## src/hdl/blcc_pkg.sv

```systemverilog
/*
 * Package for the black level calibration controller: register indices,
 * field positions, reset values, threshold constants and sweep timing.
 * Assumes a 16-bit register port and a single sensor master clock.
 */
package blcc_pkg;

  // Register indices on the plain register port
  localparam logic [7:0] BLCC_ADDR_CTRL   = 8'h62;
  localparam logic [7:0] BLCC_ADDR_THRES  = 8'h5F;
  localparam logic [7:0] BLCC_ADDR_GAIN0  = 8'h2B;
  localparam logic [7:0] BLCC_ADDR_GAIN1  = 8'h2C;
  localparam logic [7:0] BLCC_ADDR_GAIN2  = 8'h2D;
  localparam logic [7:0] BLCC_ADDR_GAIN3  = 8'h2E;
  localparam logic [7:0] BLCC_ADDR_STATUS = 8'h60;

  // Threshold register fields
  localparam int BLCC_THR_AUTOHI_BIT = 15;
  localparam int BLCC_THR_HI_MSB     = 14;
  localparam int BLCC_THR_HI_LSB     = 8;
  localparam int BLCC_THR_OVR_BIT    = 7;
  localparam int BLCC_THR_LO_MSB     = 5;
  localparam int BLCC_THR_LO_LSB     = 0;
  localparam logic [15:0] BLCC_THR_MASK = 16'hFFBF;

  // Control register fields
  localparam int BLCC_CTL_NOSWEEP_BIT = 15;
  localparam int BLCC_CTL_RSVD_BIT    = 14;
  localparam int BLCC_CTL_RESTART_BIT = 12;
  localparam int BLCC_CTL_NOHIRST_BIT = 11;
  localparam int BLCC_CTL_MODE_BIT    = 0;
  localparam logic [15:0] BLCC_CTL_MASK = 16'h8801;

  // Reset values
  localparam logic [15:0] BLCC_THR_RESET  = 16'h0000;
  localparam logic [15:0] BLCC_CTL_RESET  = 16'h0000;
  localparam logic [7:0]  BLCC_GAIN_RESET = 8'h08;

  // Upper and lower threshold computation constants
  localparam logic [7:0] BLCC_LVL_SMALL_LIM = 8'h40;
  localparam logic [7:0] BLCC_LVL_MID_LO    = 8'h3F;
  localparam logic [7:0] BLCC_LVL_MID_HI    = 8'h77;
  localparam logic [7:0] BLCC_HI_FIXED      = 8'h7B;
  localparam logic [7:0] BLCC_HI_SMALL_ADD  = 8'h02;
  localparam logic [7:0] BLCC_HI_MID_ADD    = 8'h04;
  localparam logic [7:0] BLCC_HI_RST_ADD    = 8'h05;
  localparam int         BLCC_LO_DIV_SHIFT  = 2;

  // Sweep timing
  localparam int BLCC_CLK_HZ        = 10_000_000;
  localparam int BLCC_SWEEP_US      = 10;
  localparam int BLCC_SWEEP_CYCLES  = (BLCC_SWEEP_US * (BLCC_CLK_HZ / 1_000_000));

  typedef enum logic [1:0] {
    BLCC_ST_IDLE  = 2'b00,
    BLCC_ST_SWEEP = 2'b01,
    BLCC_ST_DONE  = 2'b10
  } blcc_state_t;

endpackage

```

## src/hdl/blcc_gain_max.sv

```systemverilog
/*
 * Largest of four gain settings and the lower threshold derived from it.
 * Result is registered; assumes gains are stable inputs on clk_in.
 */
module blcc_gain_max
  import blcc_pkg::*;
#(
  parameter int GAIN_W = 8
) (
  input  wire logic              clk_in,
  input  wire logic              nrst_in,
  input  wire logic [GAIN_W-1:0] gain0_in,
  input  wire logic [GAIN_W-1:0] gain1_in,
  input  wire logic [GAIN_W-1:0] gain2_in,
  input  wire logic [GAIN_W-1:0] gain3_in,
  output logic      [GAIN_W-1:0] gain_max_out,
  output logic      [5:0]        lower_auto_out
);

  function automatic logic [GAIN_W-1:0] blcc_max2(input logic [GAIN_W-1:0] a,
                                                   input logic [GAIN_W-1:0] b);
    blcc_max2 = (a > b) ? a : b;
  endfunction

  logic [GAIN_W-1:0] mx;
  logic [9:0]        prod;

  always_comb begin
    mx   = blcc_max2(blcc_max2(gain0_in, gain1_in), blcc_max2(gain2_in, gain3_in));
    prod = 10'(mx >> BLCC_LO_DIV_SHIFT);
    // Times (1+bit6) then (1+bit7)
    if (mx[6]) begin
      prod = 10'(prod << 1);
    end
    if (mx[7]) begin
      prod = 10'(prod << 1);
    end
  end

  always_ff @(posedge clk_in) begin
    if (!nrst_in) begin
      // Matches the gain reset so no false gain change follows reset
      gain_max_out   <= GAIN_W'(BLCC_GAIN_RESET);
      lower_auto_out <= '0;
    end else begin
      gain_max_out <= mx;
      // Saturate: the field holds six bits only
      lower_auto_out <= (prod > 10'h03F) ? 6'h3F : prod[5:0];
    end
  end

endmodule // blcc_gain_max

```

## src/hdl/blcc_ctrl.sv

```systemverilog
/*
 * Black level calibration controller: threshold and control registers,
 * automatic lower and upper thresholds, average restart and rapid sweep.
 * Assumes a register master per the plain strobe port and a black level
 * value with a one-cycle update strobe from the calibration datapath.
 */
// The strobed register port was chosen for this implementation.
// Overview of operation
// RULE_01: Override bit set takes thresholds from bits 14:8 and 5:0; else automatic.
// RULE_02: Lower threshold is six bits in threshold register low bits, ADC LSB units.
// RULE_03: Lower threshold computed automatically only when bits 7 and 15 are zero.
// RULE_04: Automatic lower equals largest gain over 4, times (1+bit6)(1+bit7).
// RULE_05: Upper threshold recomputed when level jumps from below lower to above upper.
// RULE_06: New level under 64: upper is lower plus 2 plus twice excess.
// RULE_07: New level 64 to 118: upper is new level plus 4.
// RULE_08: New level above 119: upper is fixed 123.
// RULE_09: After restart sweep, upper resets to lower plus 5, or programmed field.
// RULE_10: Control bit 11 set skips the upper reset after a sweep.
// RULE_11: Control bit 15 set omits the sweep after a gain change.
// RULE_12: Software keeps control bit 14 at zero.
// RULE_13: Writing 1 to control bit 12 restarts the average; bit self-clears.
// RULE_14: Each bit 12 restart is accompanied by a rapid sweep.
// RULE_15: Mode bit zero applies calibration continuously, not intermittently.
// RULE_16: Threshold bit 15 with override clear reloads upper field after restart.
// RULE_17: Both registers are 16 bits; unlisted bits read zero.
module blcc_ctrl
  import blcc_pkg::*;
#(
  parameter int SWEEP_CYCLES = BLCC_SWEEP_CYCLES,
  parameter int INTERVAL     = 16
) (
  input  wire logic        clk_in,
  input  wire logic        nrst_in,
  input  wire logic [7:0]  addr_in,
  input  wire logic [15:0] wdata_in,
  input  wire logic        wr_in,
  input  wire logic        rd_in,
  input  wire logic [7:0]  black_level_in,
  input  wire logic        level_valid_in,
  output logic      [15:0] rdata_out,
  output logic      [5:0]  lower_black_threshold_out,
  output logic      [6:0]  upper_black_threshold_out,
  output logic             avg_restart_out,
  output logic             sweep_active_out,
  output logic             cal_enable_out
);

  logic [15:0] thr_q;
  logic [15:0] ctl_q;
  logic [7:0]  gain_q [4];
  logic [5:0]  lower_q;
  logic [6:0]  upper_q;
  logic [7:0]  prev_level_q;
  logic [7:0]  largest_gain_setting;
  logic [5:0]  lower_auto;
  logic [7:0]  gmax_prev_q;
  logic [15:0] sweep_cnt_q;
  logic [15:0] int_cnt_q;
  logic        restart_req;
  logic        gain_changed;
  logic        sweep_done;
  blcc_state_t state_q;

  logic ovr;
  logic auto_hi_off;
  assign ovr         = thr_q[BLCC_THR_OVR_BIT];
  assign auto_hi_off = thr_q[BLCC_THR_AUTOHI_BIT];

  function automatic logic [6:0] blcc_sat7(input logic [8:0] v);
    blcc_sat7 = (v > 9'h07F) ? 7'h7F : v[6:0];
  endfunction

  blcc_gain_max #(
    .GAIN_W (8)
  ) u_gmax (
    .clk_in         (clk_in),
    .nrst_in        (nrst_in),
    .gain0_in       (gain_q[0]),
    .gain1_in       (gain_q[1]),
    .gain2_in       (gain_q[2]),
    .gain3_in       (gain_q[3]),
    .gain_max_out   (largest_gain_setting),
    .lower_auto_out (lower_auto)
  );

  // Register writes
  always_ff @(posedge clk_in) begin
    if (!nrst_in) begin
      thr_q <= BLCC_THR_RESET;
    end else if (wr_in && addr_in == BLCC_ADDR_THRES) begin
      thr_q <= wdata_in & BLCC_THR_MASK; // RULE_17
    end
  end

  // Bit 12 is never stored; bit 14 is reserved and dropped
  always_ff @(posedge clk_in) begin
    if (!nrst_in) begin
      ctl_q <= BLCC_CTL_RESET;
    end else if (wr_in && addr_in == BLCC_ADDR_CTRL) begin
      ctl_q <= wdata_in & BLCC_CTL_MASK; // RULE_13 RULE_17
    end
  end

  always_ff @(posedge clk_in) begin
    if (!nrst_in) begin
      for (int i = 0; i < 4; i++) begin
        gain_q[i] <= BLCC_GAIN_RESET;
      end
    end else if (wr_in) begin
      case (addr_in)
        BLCC_ADDR_GAIN0: gain_q[0] <= wdata_in[7:0];
        BLCC_ADDR_GAIN1: gain_q[1] <= wdata_in[7:0];
        BLCC_ADDR_GAIN2: gain_q[2] <= wdata_in[7:0];
        BLCC_ADDR_GAIN3: gain_q[3] <= wdata_in[7:0];
        default: ;
      endcase
    end
  end

  assign restart_req = wr_in && addr_in == BLCC_ADDR_CTRL
                       && wdata_in[BLCC_CTL_RESTART_BIT]; // RULE_13

  // Gain change seen in the first cycle the new max is present, before gmax_prev_q catches up
  always_ff @(posedge clk_in) begin
    if (!nrst_in) begin
      gmax_prev_q <= BLCC_GAIN_RESET;
    end else begin
      gmax_prev_q <= largest_gain_setting;
    end
  end
  assign gain_changed = (gmax_prev_q != largest_gain_setting)
                        && !ctl_q[BLCC_CTL_NOSWEEP_BIT]; // RULE_11

  // Sweep sequencer
  assign sweep_done = (state_q == BLCC_ST_SWEEP)
                      && (sweep_cnt_q == 16'(SWEEP_CYCLES - 1));

  always_ff @(posedge clk_in) begin
    if (!nrst_in) begin
      state_q     <= BLCC_ST_IDLE;
      sweep_cnt_q <= '0;
    end else begin
      case (state_q)
        BLCC_ST_IDLE: begin
          if (restart_req || gain_changed) begin
            state_q     <= BLCC_ST_SWEEP; // RULE_14
            sweep_cnt_q <= '0;
          end
        end
        BLCC_ST_SWEEP: begin
          if (restart_req) begin
            sweep_cnt_q <= '0;
          end else if (sweep_done) begin
            state_q <= BLCC_ST_DONE;
          end else begin
            sweep_cnt_q <= sweep_cnt_q + 16'h0001;
          end
        end
        BLCC_ST_DONE: begin
          // A request landing on the last cycle must not be lost
          if (restart_req || gain_changed) begin
            state_q     <= BLCC_ST_SWEEP; // RULE_14
            sweep_cnt_q <= '0;
          end else begin
            state_q <= BLCC_ST_IDLE;
          end
        end
        default: begin
          state_q <= BLCC_ST_IDLE;
        end
      endcase
    end
  end

  // Lower threshold
  always_ff @(posedge clk_in) begin
    if (!nrst_in) begin
      lower_q <= '0;
    end else if (ovr || auto_hi_off) begin
      lower_q <= thr_q[BLCC_THR_LO_MSB:BLCC_THR_LO_LSB]; // RULE_01 RULE_02
    end else begin
      lower_q <= lower_auto; // RULE_03 RULE_04
    end
  end

  // Upper threshold; override has priority, then post-sweep reset, then jump
  always_ff @(posedge clk_in) begin
    if (!nrst_in) begin
      upper_q <= 7'(BLCC_HI_RST_ADD);
    end else if (ovr) begin
      upper_q <= thr_q[BLCC_THR_HI_MSB:BLCC_THR_HI_LSB]; // RULE_01
    end else if (state_q == BLCC_ST_DONE && !ctl_q[BLCC_CTL_NOHIRST_BIT]) begin // RULE_10
      if (auto_hi_off) begin
        upper_q <= thr_q[BLCC_THR_HI_MSB:BLCC_THR_HI_LSB]; // RULE_16
      end else begin
        upper_q <= blcc_sat7(9'(lower_q) + 9'(BLCC_HI_RST_ADD)); // RULE_09
      end
    end else if (level_valid_in && prev_level_q < 8'(lower_q)
                 && black_level_in > 8'(upper_q)) begin // RULE_05
      if (black_level_in < BLCC_LVL_SMALL_LIM) begin
        upper_q <= blcc_sat7(9'(lower_q) + 9'(BLCC_HI_SMALL_ADD)
                   + 9'({(black_level_in - 8'(lower_q)), 1'b0})); // RULE_06
      end else if (black_level_in > BLCC_LVL_MID_LO && black_level_in < BLCC_LVL_MID_HI) begin
        upper_q <= blcc_sat7(9'(black_level_in) + 9'(BLCC_HI_MID_ADD)); // RULE_07
      end else if (black_level_in > BLCC_LVL_MID_HI) begin
        upper_q <= 7'(BLCC_HI_FIXED); // RULE_08
      end
    end
  end

  always_ff @(posedge clk_in) begin
    if (!nrst_in) begin
      prev_level_q <= '0;
    end else if (level_valid_in) begin
      prev_level_q <= black_level_in;
    end
  end

  // Intermittent mode gates calibration to one cycle per interval
  always_ff @(posedge clk_in) begin
    if (!nrst_in) begin
      int_cnt_q      <= '0;
      cal_enable_out <= 1'b0;
    end else begin
      int_cnt_q      <= (int_cnt_q == 16'(INTERVAL - 1)) ? '0 : int_cnt_q + 16'h0001;
      cal_enable_out <= !ctl_q[BLCC_CTL_MODE_BIT] || (int_cnt_q == '0); // RULE_15
    end
  end

  // Outputs
  always_ff @(posedge clk_in) begin
    if (!nrst_in) begin
      lower_black_threshold_out <= '0;
      upper_black_threshold_out <= '0;
      avg_restart_out           <= 1'b0;
      sweep_active_out          <= 1'b0;
    end else begin
      lower_black_threshold_out <= lower_q;
      upper_black_threshold_out <= upper_q;
      avg_restart_out           <= restart_req; // RULE_13
      sweep_active_out          <= (state_q == BLCC_ST_SWEEP);
    end
  end

  // Read port: data valid the cycle after the strobe
  always_ff @(posedge clk_in) begin
    if (!nrst_in) begin
      rdata_out <= '0;
    end else if (rd_in) begin
      case (addr_in)
        BLCC_ADDR_THRES:  rdata_out <= thr_q;
        BLCC_ADDR_CTRL:   rdata_out <= ctl_q; // RULE_13 RULE_17
        BLCC_ADDR_GAIN0:  rdata_out <= {8'h00, gain_q[0]};
        BLCC_ADDR_GAIN1:  rdata_out <= {8'h00, gain_q[1]};
        BLCC_ADDR_GAIN2:  rdata_out <= {8'h00, gain_q[2]};
        BLCC_ADDR_GAIN3:  rdata_out <= {8'h00, gain_q[3]};
        BLCC_ADDR_STATUS: rdata_out <= {1'b0, upper_q, state_q, lower_q};
        default:          rdata_out <= '0;
      endcase
    end else begin
      rdata_out <= '0;
    end
  end

endmodule // blcc_ctrl

```

## config.mk

```make
export PLATFORM = sky130hd
export DESIGN_NAME = blcc_ctrl
export DESIGN_NICKNAME = d
export VERILOG_FILES = /design/src/hdl/blcc_pkg.sv /design/src/hdl/blcc_gain_max.sv /design/src/hdl/blcc_ctrl.sv
export SDC_FILE = /design/constraint.sdc
export NUM_CORES = 1
export LEC_CHECK = 0
export BUFFER_PORTS_ARGS = -buffer_cell sky130_fd_sc_hd__buf_4
export CAP_MARGIN = 20
export CORE_ASPECT_RATIO = 1.75
export CORE_UTILIZATION = 40
export CTS_CLUSTER_SIZE = 14
export DETAILED_ROUTE_END_ITERATION = 10
export HOLD_SLACK_MARGIN = 0.1
export SLEW_MARGIN = 25
export SYNTH_ARGS = -nofsm -noshare
export SYNTH_HDL_FRONTEND = slang
export SYNTH_SLANG_ARGS = --single-unit
```

## constraint.sdc

```tcl
create_clock -name clk_in -period 5 [get_ports clk_in]
set_clock_uncertainty 0.1 [all_clocks]
set_input_delay 1.25 -clock clk_in [delete_from_list [all_inputs] [get_ports clk_in]]
set_output_delay 1.25 -clock clk_in [all_outputs]
set_load 0.05 [all_outputs]
```

# == Word-level counts from Yosys, hierarchy flattened ==
# Memory sizes are Yosys's and may differ from the RTL's.
# Index checks and enable logic that the tools add are counted.
# totals
memories,1
mem_bits_rw,32
regBits,127
# classes
n_eq_ne,17
n_addsub,7
bitwise_logic,5
reduce_logical,26
n_mux,48
n_lt_le_gt_ge,13
# memory_table
memory,words,width,rd,rd_ports_with_merged_regs,write_ports,line_no,text
gain_q,4,8,4,0,4,blcc_ctrl.sv:50,logic [7:0] gain_q [4];
# op_table
operator,n
$pmux 16 s7,1
$mux 7,11
$mux 8,7
$mux 16,3
$add 16x1->16 const B,2
$eq 8x6->1 const B,4
$pmux 16 s2,1
$eq 8x7->1 const B,3
$gt 8x8->1,3
$gt 9x7->1 const B,2
$mux 1,18
$eq 16x4->1 const B,1
$eq 16x7->1 const B,1
$logic_not 16->1,1
$lt 8x7->1 const B,2
$mux 6,2
$gt 10x6->1 const B,1
$mux 10,1
$add 7x9->9,1
$add 8x3->9 const B,1
$logic_and 1x1->1,9
$gt 8x6->1 const B,1
$gt 8x7->1,1
$gt 8x7->1 const B,1
24 further kinds,38

# == Depth between registers and ports, before layout ==
# An unclocked memory read counts as a cell.
# depth
depth_word,9
mapped_depth,17

# == By module ==
# Synthesis repeated with hierarchy kept, for this count alone.
# unflattened
cells_unflattened,991
hier_area_um2,8887.3
# modules_own_cells
module,area_each_um2,cells_per_inst,n_inst
blcc_ctrl,7319.5,805,1
blcc_gain_max,1567.8,186,1

# == Worst setup path before layout ==
# No wires, ideal clock.
# synth_path
path_type,input-to-reg
from,input black_level_in[0]
to,register upper_q[3]
path_stages,15
slack_ps,598
n_path_buf,0
setup_time_ps,128
t_arrival_ps,4174
required_time_ps,4772
cell_sequence,inv_1 > ha_1 > inv_1 > fa_1 > ha_1 > ha_1 > fa_1 > a21o_1 > a21oi_1 > o21bai_1 > xor2_1 > a22o_1 > nand2_1 > a2111oi_0 > o41ai_1
# synth_via
elab_chain_len,8
word_cells_on_any_way,22
# synth_lines
element,line_no,text
from (decl),blcc_ctrl.sv:38,"input wire logic [7:0] black_level_in,"
$sub 8x6->8 or $add 8x3->9 (tied branches),"blcc_ctrl.sv:202, blcc_ctrl.sv:204",
$add 7x9->9 or $gt 9x7->1 (tied branches),"blcc_ctrl.sv:202, blcc_ctrl.sv:70",
$gt 9x7->1 or $mux 7 (tied branches),blcc_ctrl.sv:70,blcc_sat7 = (v > 9'h07F) ? 7'h7F : v[6:0];
"$mux 7, on equally long branches","blcc_ctrl.sv:70, blcc_ctrl.sv:203",
$mux 7,blcc_ctrl.sv:200,if (black_level_in < BLCC_LVL_SMALL_LIM) begin
$mux 7,blcc_ctrl.sv:198,end else if (level_valid_in && prev_level_q < 8'(lower_q)
$mux 7,blcc_ctrl.sv:192,end else if (state_q == BLCC_ST_DONE && !ctl_q[BLCC_CTL_NOHIRST_BIT]) begin
$mux 7,blcc_ctrl.sv:190,end else if (ovr) begin
to (signal assigned),blcc_ctrl.sv:191,upper_q <= thr_q[BLCC_THR_HI_MSB:BLCC_THR_HI_LSB];
to (signal assigned),blcc_ctrl.sv:194,upper_q <= thr_q[BLCC_THR_HI_MSB:BLCC_THR_HI_LSB];
to (signal assigned),blcc_ctrl.sv:201,upper_q <= blcc_sat7(9'(lower_q) + 9'(BLCC_HI_SMALL_ADD)
to (decl),blcc_ctrl.sv:52,logic [6:0] upper_q;
# Parallel ways exist; a longest one is shown, timed or not. The select of a mux whose other input is x is not followed.
# A chain may end at the register's enable or synchronous reset.

# == Final worst setup path ==
# Same ends and word-level chain as after synthesis.

==> impl_metrics.yaml <==
run_status:
  status: "finished with violations"
  violations: "design-rule violations"
sta:
  slew_headroom_pct: 34.7
  whs_ns: 0.342
  fmax_mhz: 227
  period_minus_slack_ns: 4.40
  slew_viol_final: 0
  setup-tns-final_ns: 0
  hold_viol: 0
  fin_crit_sh_pct: 87.9
  worstMarginPinSlew_ns: 0.978
  finalSetupViolCount: 0
  rsz0062_at_grt: "false"
run:
  max-cap-violations: 0
detailed_routing:
  routedWlPerCell_um: 18.8
  ant_nets: 0
  viasPerCell: 5.53
  first_pass_iters: 8
  drt-initial-drc-count: 313
  drcViolationCount: 13
  vias: 6903
  wirelength_um: 23400
synthesis:
  ys_dominant_reg_cell: "dfxtp_1"
  synth_xor_area_share_pct: 4.60
  synth_edf_count: 32
  synth_area_leaders: "dfxtp_1 30%, edfxtp_1 11%, ha_1 9.0%, nor2_1 4.2%, mux2i_1 4.2%"
  synthArstFlopShare_pct: 0
  synth_top_family_by_area: "simple AND/OR/NAND/NOR gates"
  synthCells: 920
  synth_compound_area_share_pct: 15.7
  synth_commonest_cells: "127 x dfxtp_1, 94 x nor2_1, 81 x nand2_1"
  synth-simple-area-share_pct: 19.1
  yosysUniqueCellTypes: 71
  avgSynthCellArea_um2: 9.11
  ys_ff_latch: 159
  synth_top_cell_area_share_pct: 30.4
  synth_area_um2: 8380
  synthAdderAreaFrac_pct: 9.44
  yosys_warnings: 0
  synth_fp_nets: 1019
  yosys-mux-area-fraction_pct: 4.99
  netlist.top_cell.by_area: "dfxtp_1"
  yosysMostFrequentCell: "dfxtp_1"
  ys_seq_area_share_pct: 41.8
layout:
  final_util_pct: 47.8
  fillers: 1995
  syn_to_final_growth_pct: 16.2
  stdcell_count: 1248
  drive_above_1_share_pct: 12.7
  antenna_cells: 0
  layout.nets: 1086
clock_network:
  clk_latency_ns: 0.42
  hold_buffers: 0
  htree_num_levels: 4
  cts_buffer_depth: 2
  cts_tree: "yes"
  numCtsBuffers: 17
  clk_pin_slew_ns: 0.06
  cts_root_buffer: "clkbuf_16"
  cts_setup_buffers: 0
  clock-sinks: 159
  post_cts_resized: 0
critical_path:
  slowest_delay_ns: 0.42
  critPathSlowestCell: "fa_1"
  critPathKind: "in -> reg"
  end_kind: "register"
  critPathLaunchType: "input pin"
  critical_path_peak_fanout: 5
  required_ns: 5.21
  crit_arrival_ns: 4.60
  crit_chain: "buf_4 > inv_1 > ha_1 > inv_1 > fa_1 > a211oi_1 > nor2_1 > nor2_1 > ha_1 > ha_1 > o21ai_0 > o21bai_1 > a21o_1 > nor2_1 > a22o_1 > nand2_1 > a2111oi_0 > o41ai_1"
global_routing:
  grt-ovfl-total: 0
  grt_antenna_before_repair: 0
  grt_pass1_vias: 6929
  grt_first_pass_wirelength_um: 37300
  grtUsageTotal_pct: 22.6
  grt_max_degree: 34
placed_design:
  place.gp.congestion: 0.978
  place_hpwl_um: 18100
  place_inst: 1216
  port_buffers: 68
floorplan:
  initial_utilization_pct: 41.1
  ios: 69
  die_h_um: 193
  die_area_um2: 21500
  die_w_um: 111
  rows: 69
  coreArea_um2: 20400
power:
  total_power_mw: 3.45
  ir_worst_vdd_mv: 0.184
  power_density_nw_per_um2: 354
  p_leak_nw: 4.02
worst_hold_path:
  hold_class: "reg -> reg"
[final timing paths]
kind | startpoint | endpoint | slack, ns | cells after the start
worst min register to register | u_gmax.lower_auto_out[2]$_SDFF_PN0_ | lower_q[2]$_SDFF_PN0_ | 0.34 | 2
worst max-delay path | black_level_in[0] | upper_q[3]$_SDFFE_PN0P_ | 0.60 | 18
worst min-delay path | u_gmax.lower_auto_out[2]$_SDFF_PN0_ | lower_q[2]$_SDFF_PN0_ | 0.34 | 2
worst max register to register | gain_q[1][3]$_SDFFCE_PN1P_ | u_gmax.lower_auto_out[1]$_SDFF_PN0_ | 0.68 | 17
[kinds of logic (layout without fill, tap and decap cells)]
kind of cell | after synthesis | in the layout
simple gates | 324 | 324
compound gates | 199 | 199
flops | 159 | 159
buf+inv | 92 | 172
fa+ha+maj | 62 | 62
xor+xnor | 44 | 44
mux | 40 | 40
[registers in the layout, indices dropped and copies added, names as in the netlist, 8 cells and up]
name                 cells
gain_q                  32
int_cnt_q               16
rdata_out               16
sweep_cnt_q             16
thr_q                   15
gmax_prev_q              8
prev_level_q             8
u_gmax.gain_max_out      8
[placed cells by master, fill, tap and decap left out, types with 11 or more instances in the layout]
cell type  count
nand2_1       81
dfxtp_1      127
mux2i_1       35
and2_1        36
and3_1        14
nor2_1        94
nor2b_1       11
a21oi_1       60
nor4_1        12
o21ai_0       37
nand4_1       13
ha_1          60
xor2_1        28
nand3_1       21
inv_1         56
edfxtp_1      32
xnor2_1       16
a22oi_1       21
clkbuf_16     17
buf_4         82
[layout make-up]
| class | instances | area (um2) | share of cell area, % |
|---|---|---|---|
| tap | 248 | 310 | 3.19 |
| timing repair buffer | 82 | 616 | 6.32 |
| sequential | 159 | 3500 | 36.0 |
| clock buffer | 20 | 437 | 4.49 |
| inverter | 58 | 218 | 2.24 |
| clock inverter | 12 | 119 | 1.22 |
| multi-input combinational | 669 | 4530 | 46.6 |
[report_power, final]
part	switching, mW	internal (mW)	total [mW]
clock network	0.517	0.729	1.25
logic	0.436	0.311	0.747
registers	0.0649	1.39	1.45
total	1.02	2.43	3.45
[stage by stage]
step	setup WS, ns	cell area, um2
after floorplan	0.598	8380
after global placement	0.223	9170
after detailed placement	0.151	9170
after CTS	0.595	9720
after global routing	0.253	9730
final	0.603	9730
[critical path, delay by kind of cell]
kind            cells  cell delay [ns]
compound gates      7             1.40
fa+ha+maj           4             1.18
simple gates        4             0.49
buf+inv             3             0.29
[metal layers]
layer / share of wire (%) / GRT usage [%] / vias to the layer above
met5: 0 / 0 / -
met4: 5.7 / 14.0 / 0
met3: 3.0 / 3.07 / 65
met2: 55 / 42.7 / 168
met1: 37 / 23.2 / 3268
li1: - / - / 3402
No activity file was read; power rests on OpenSTA's default activity.
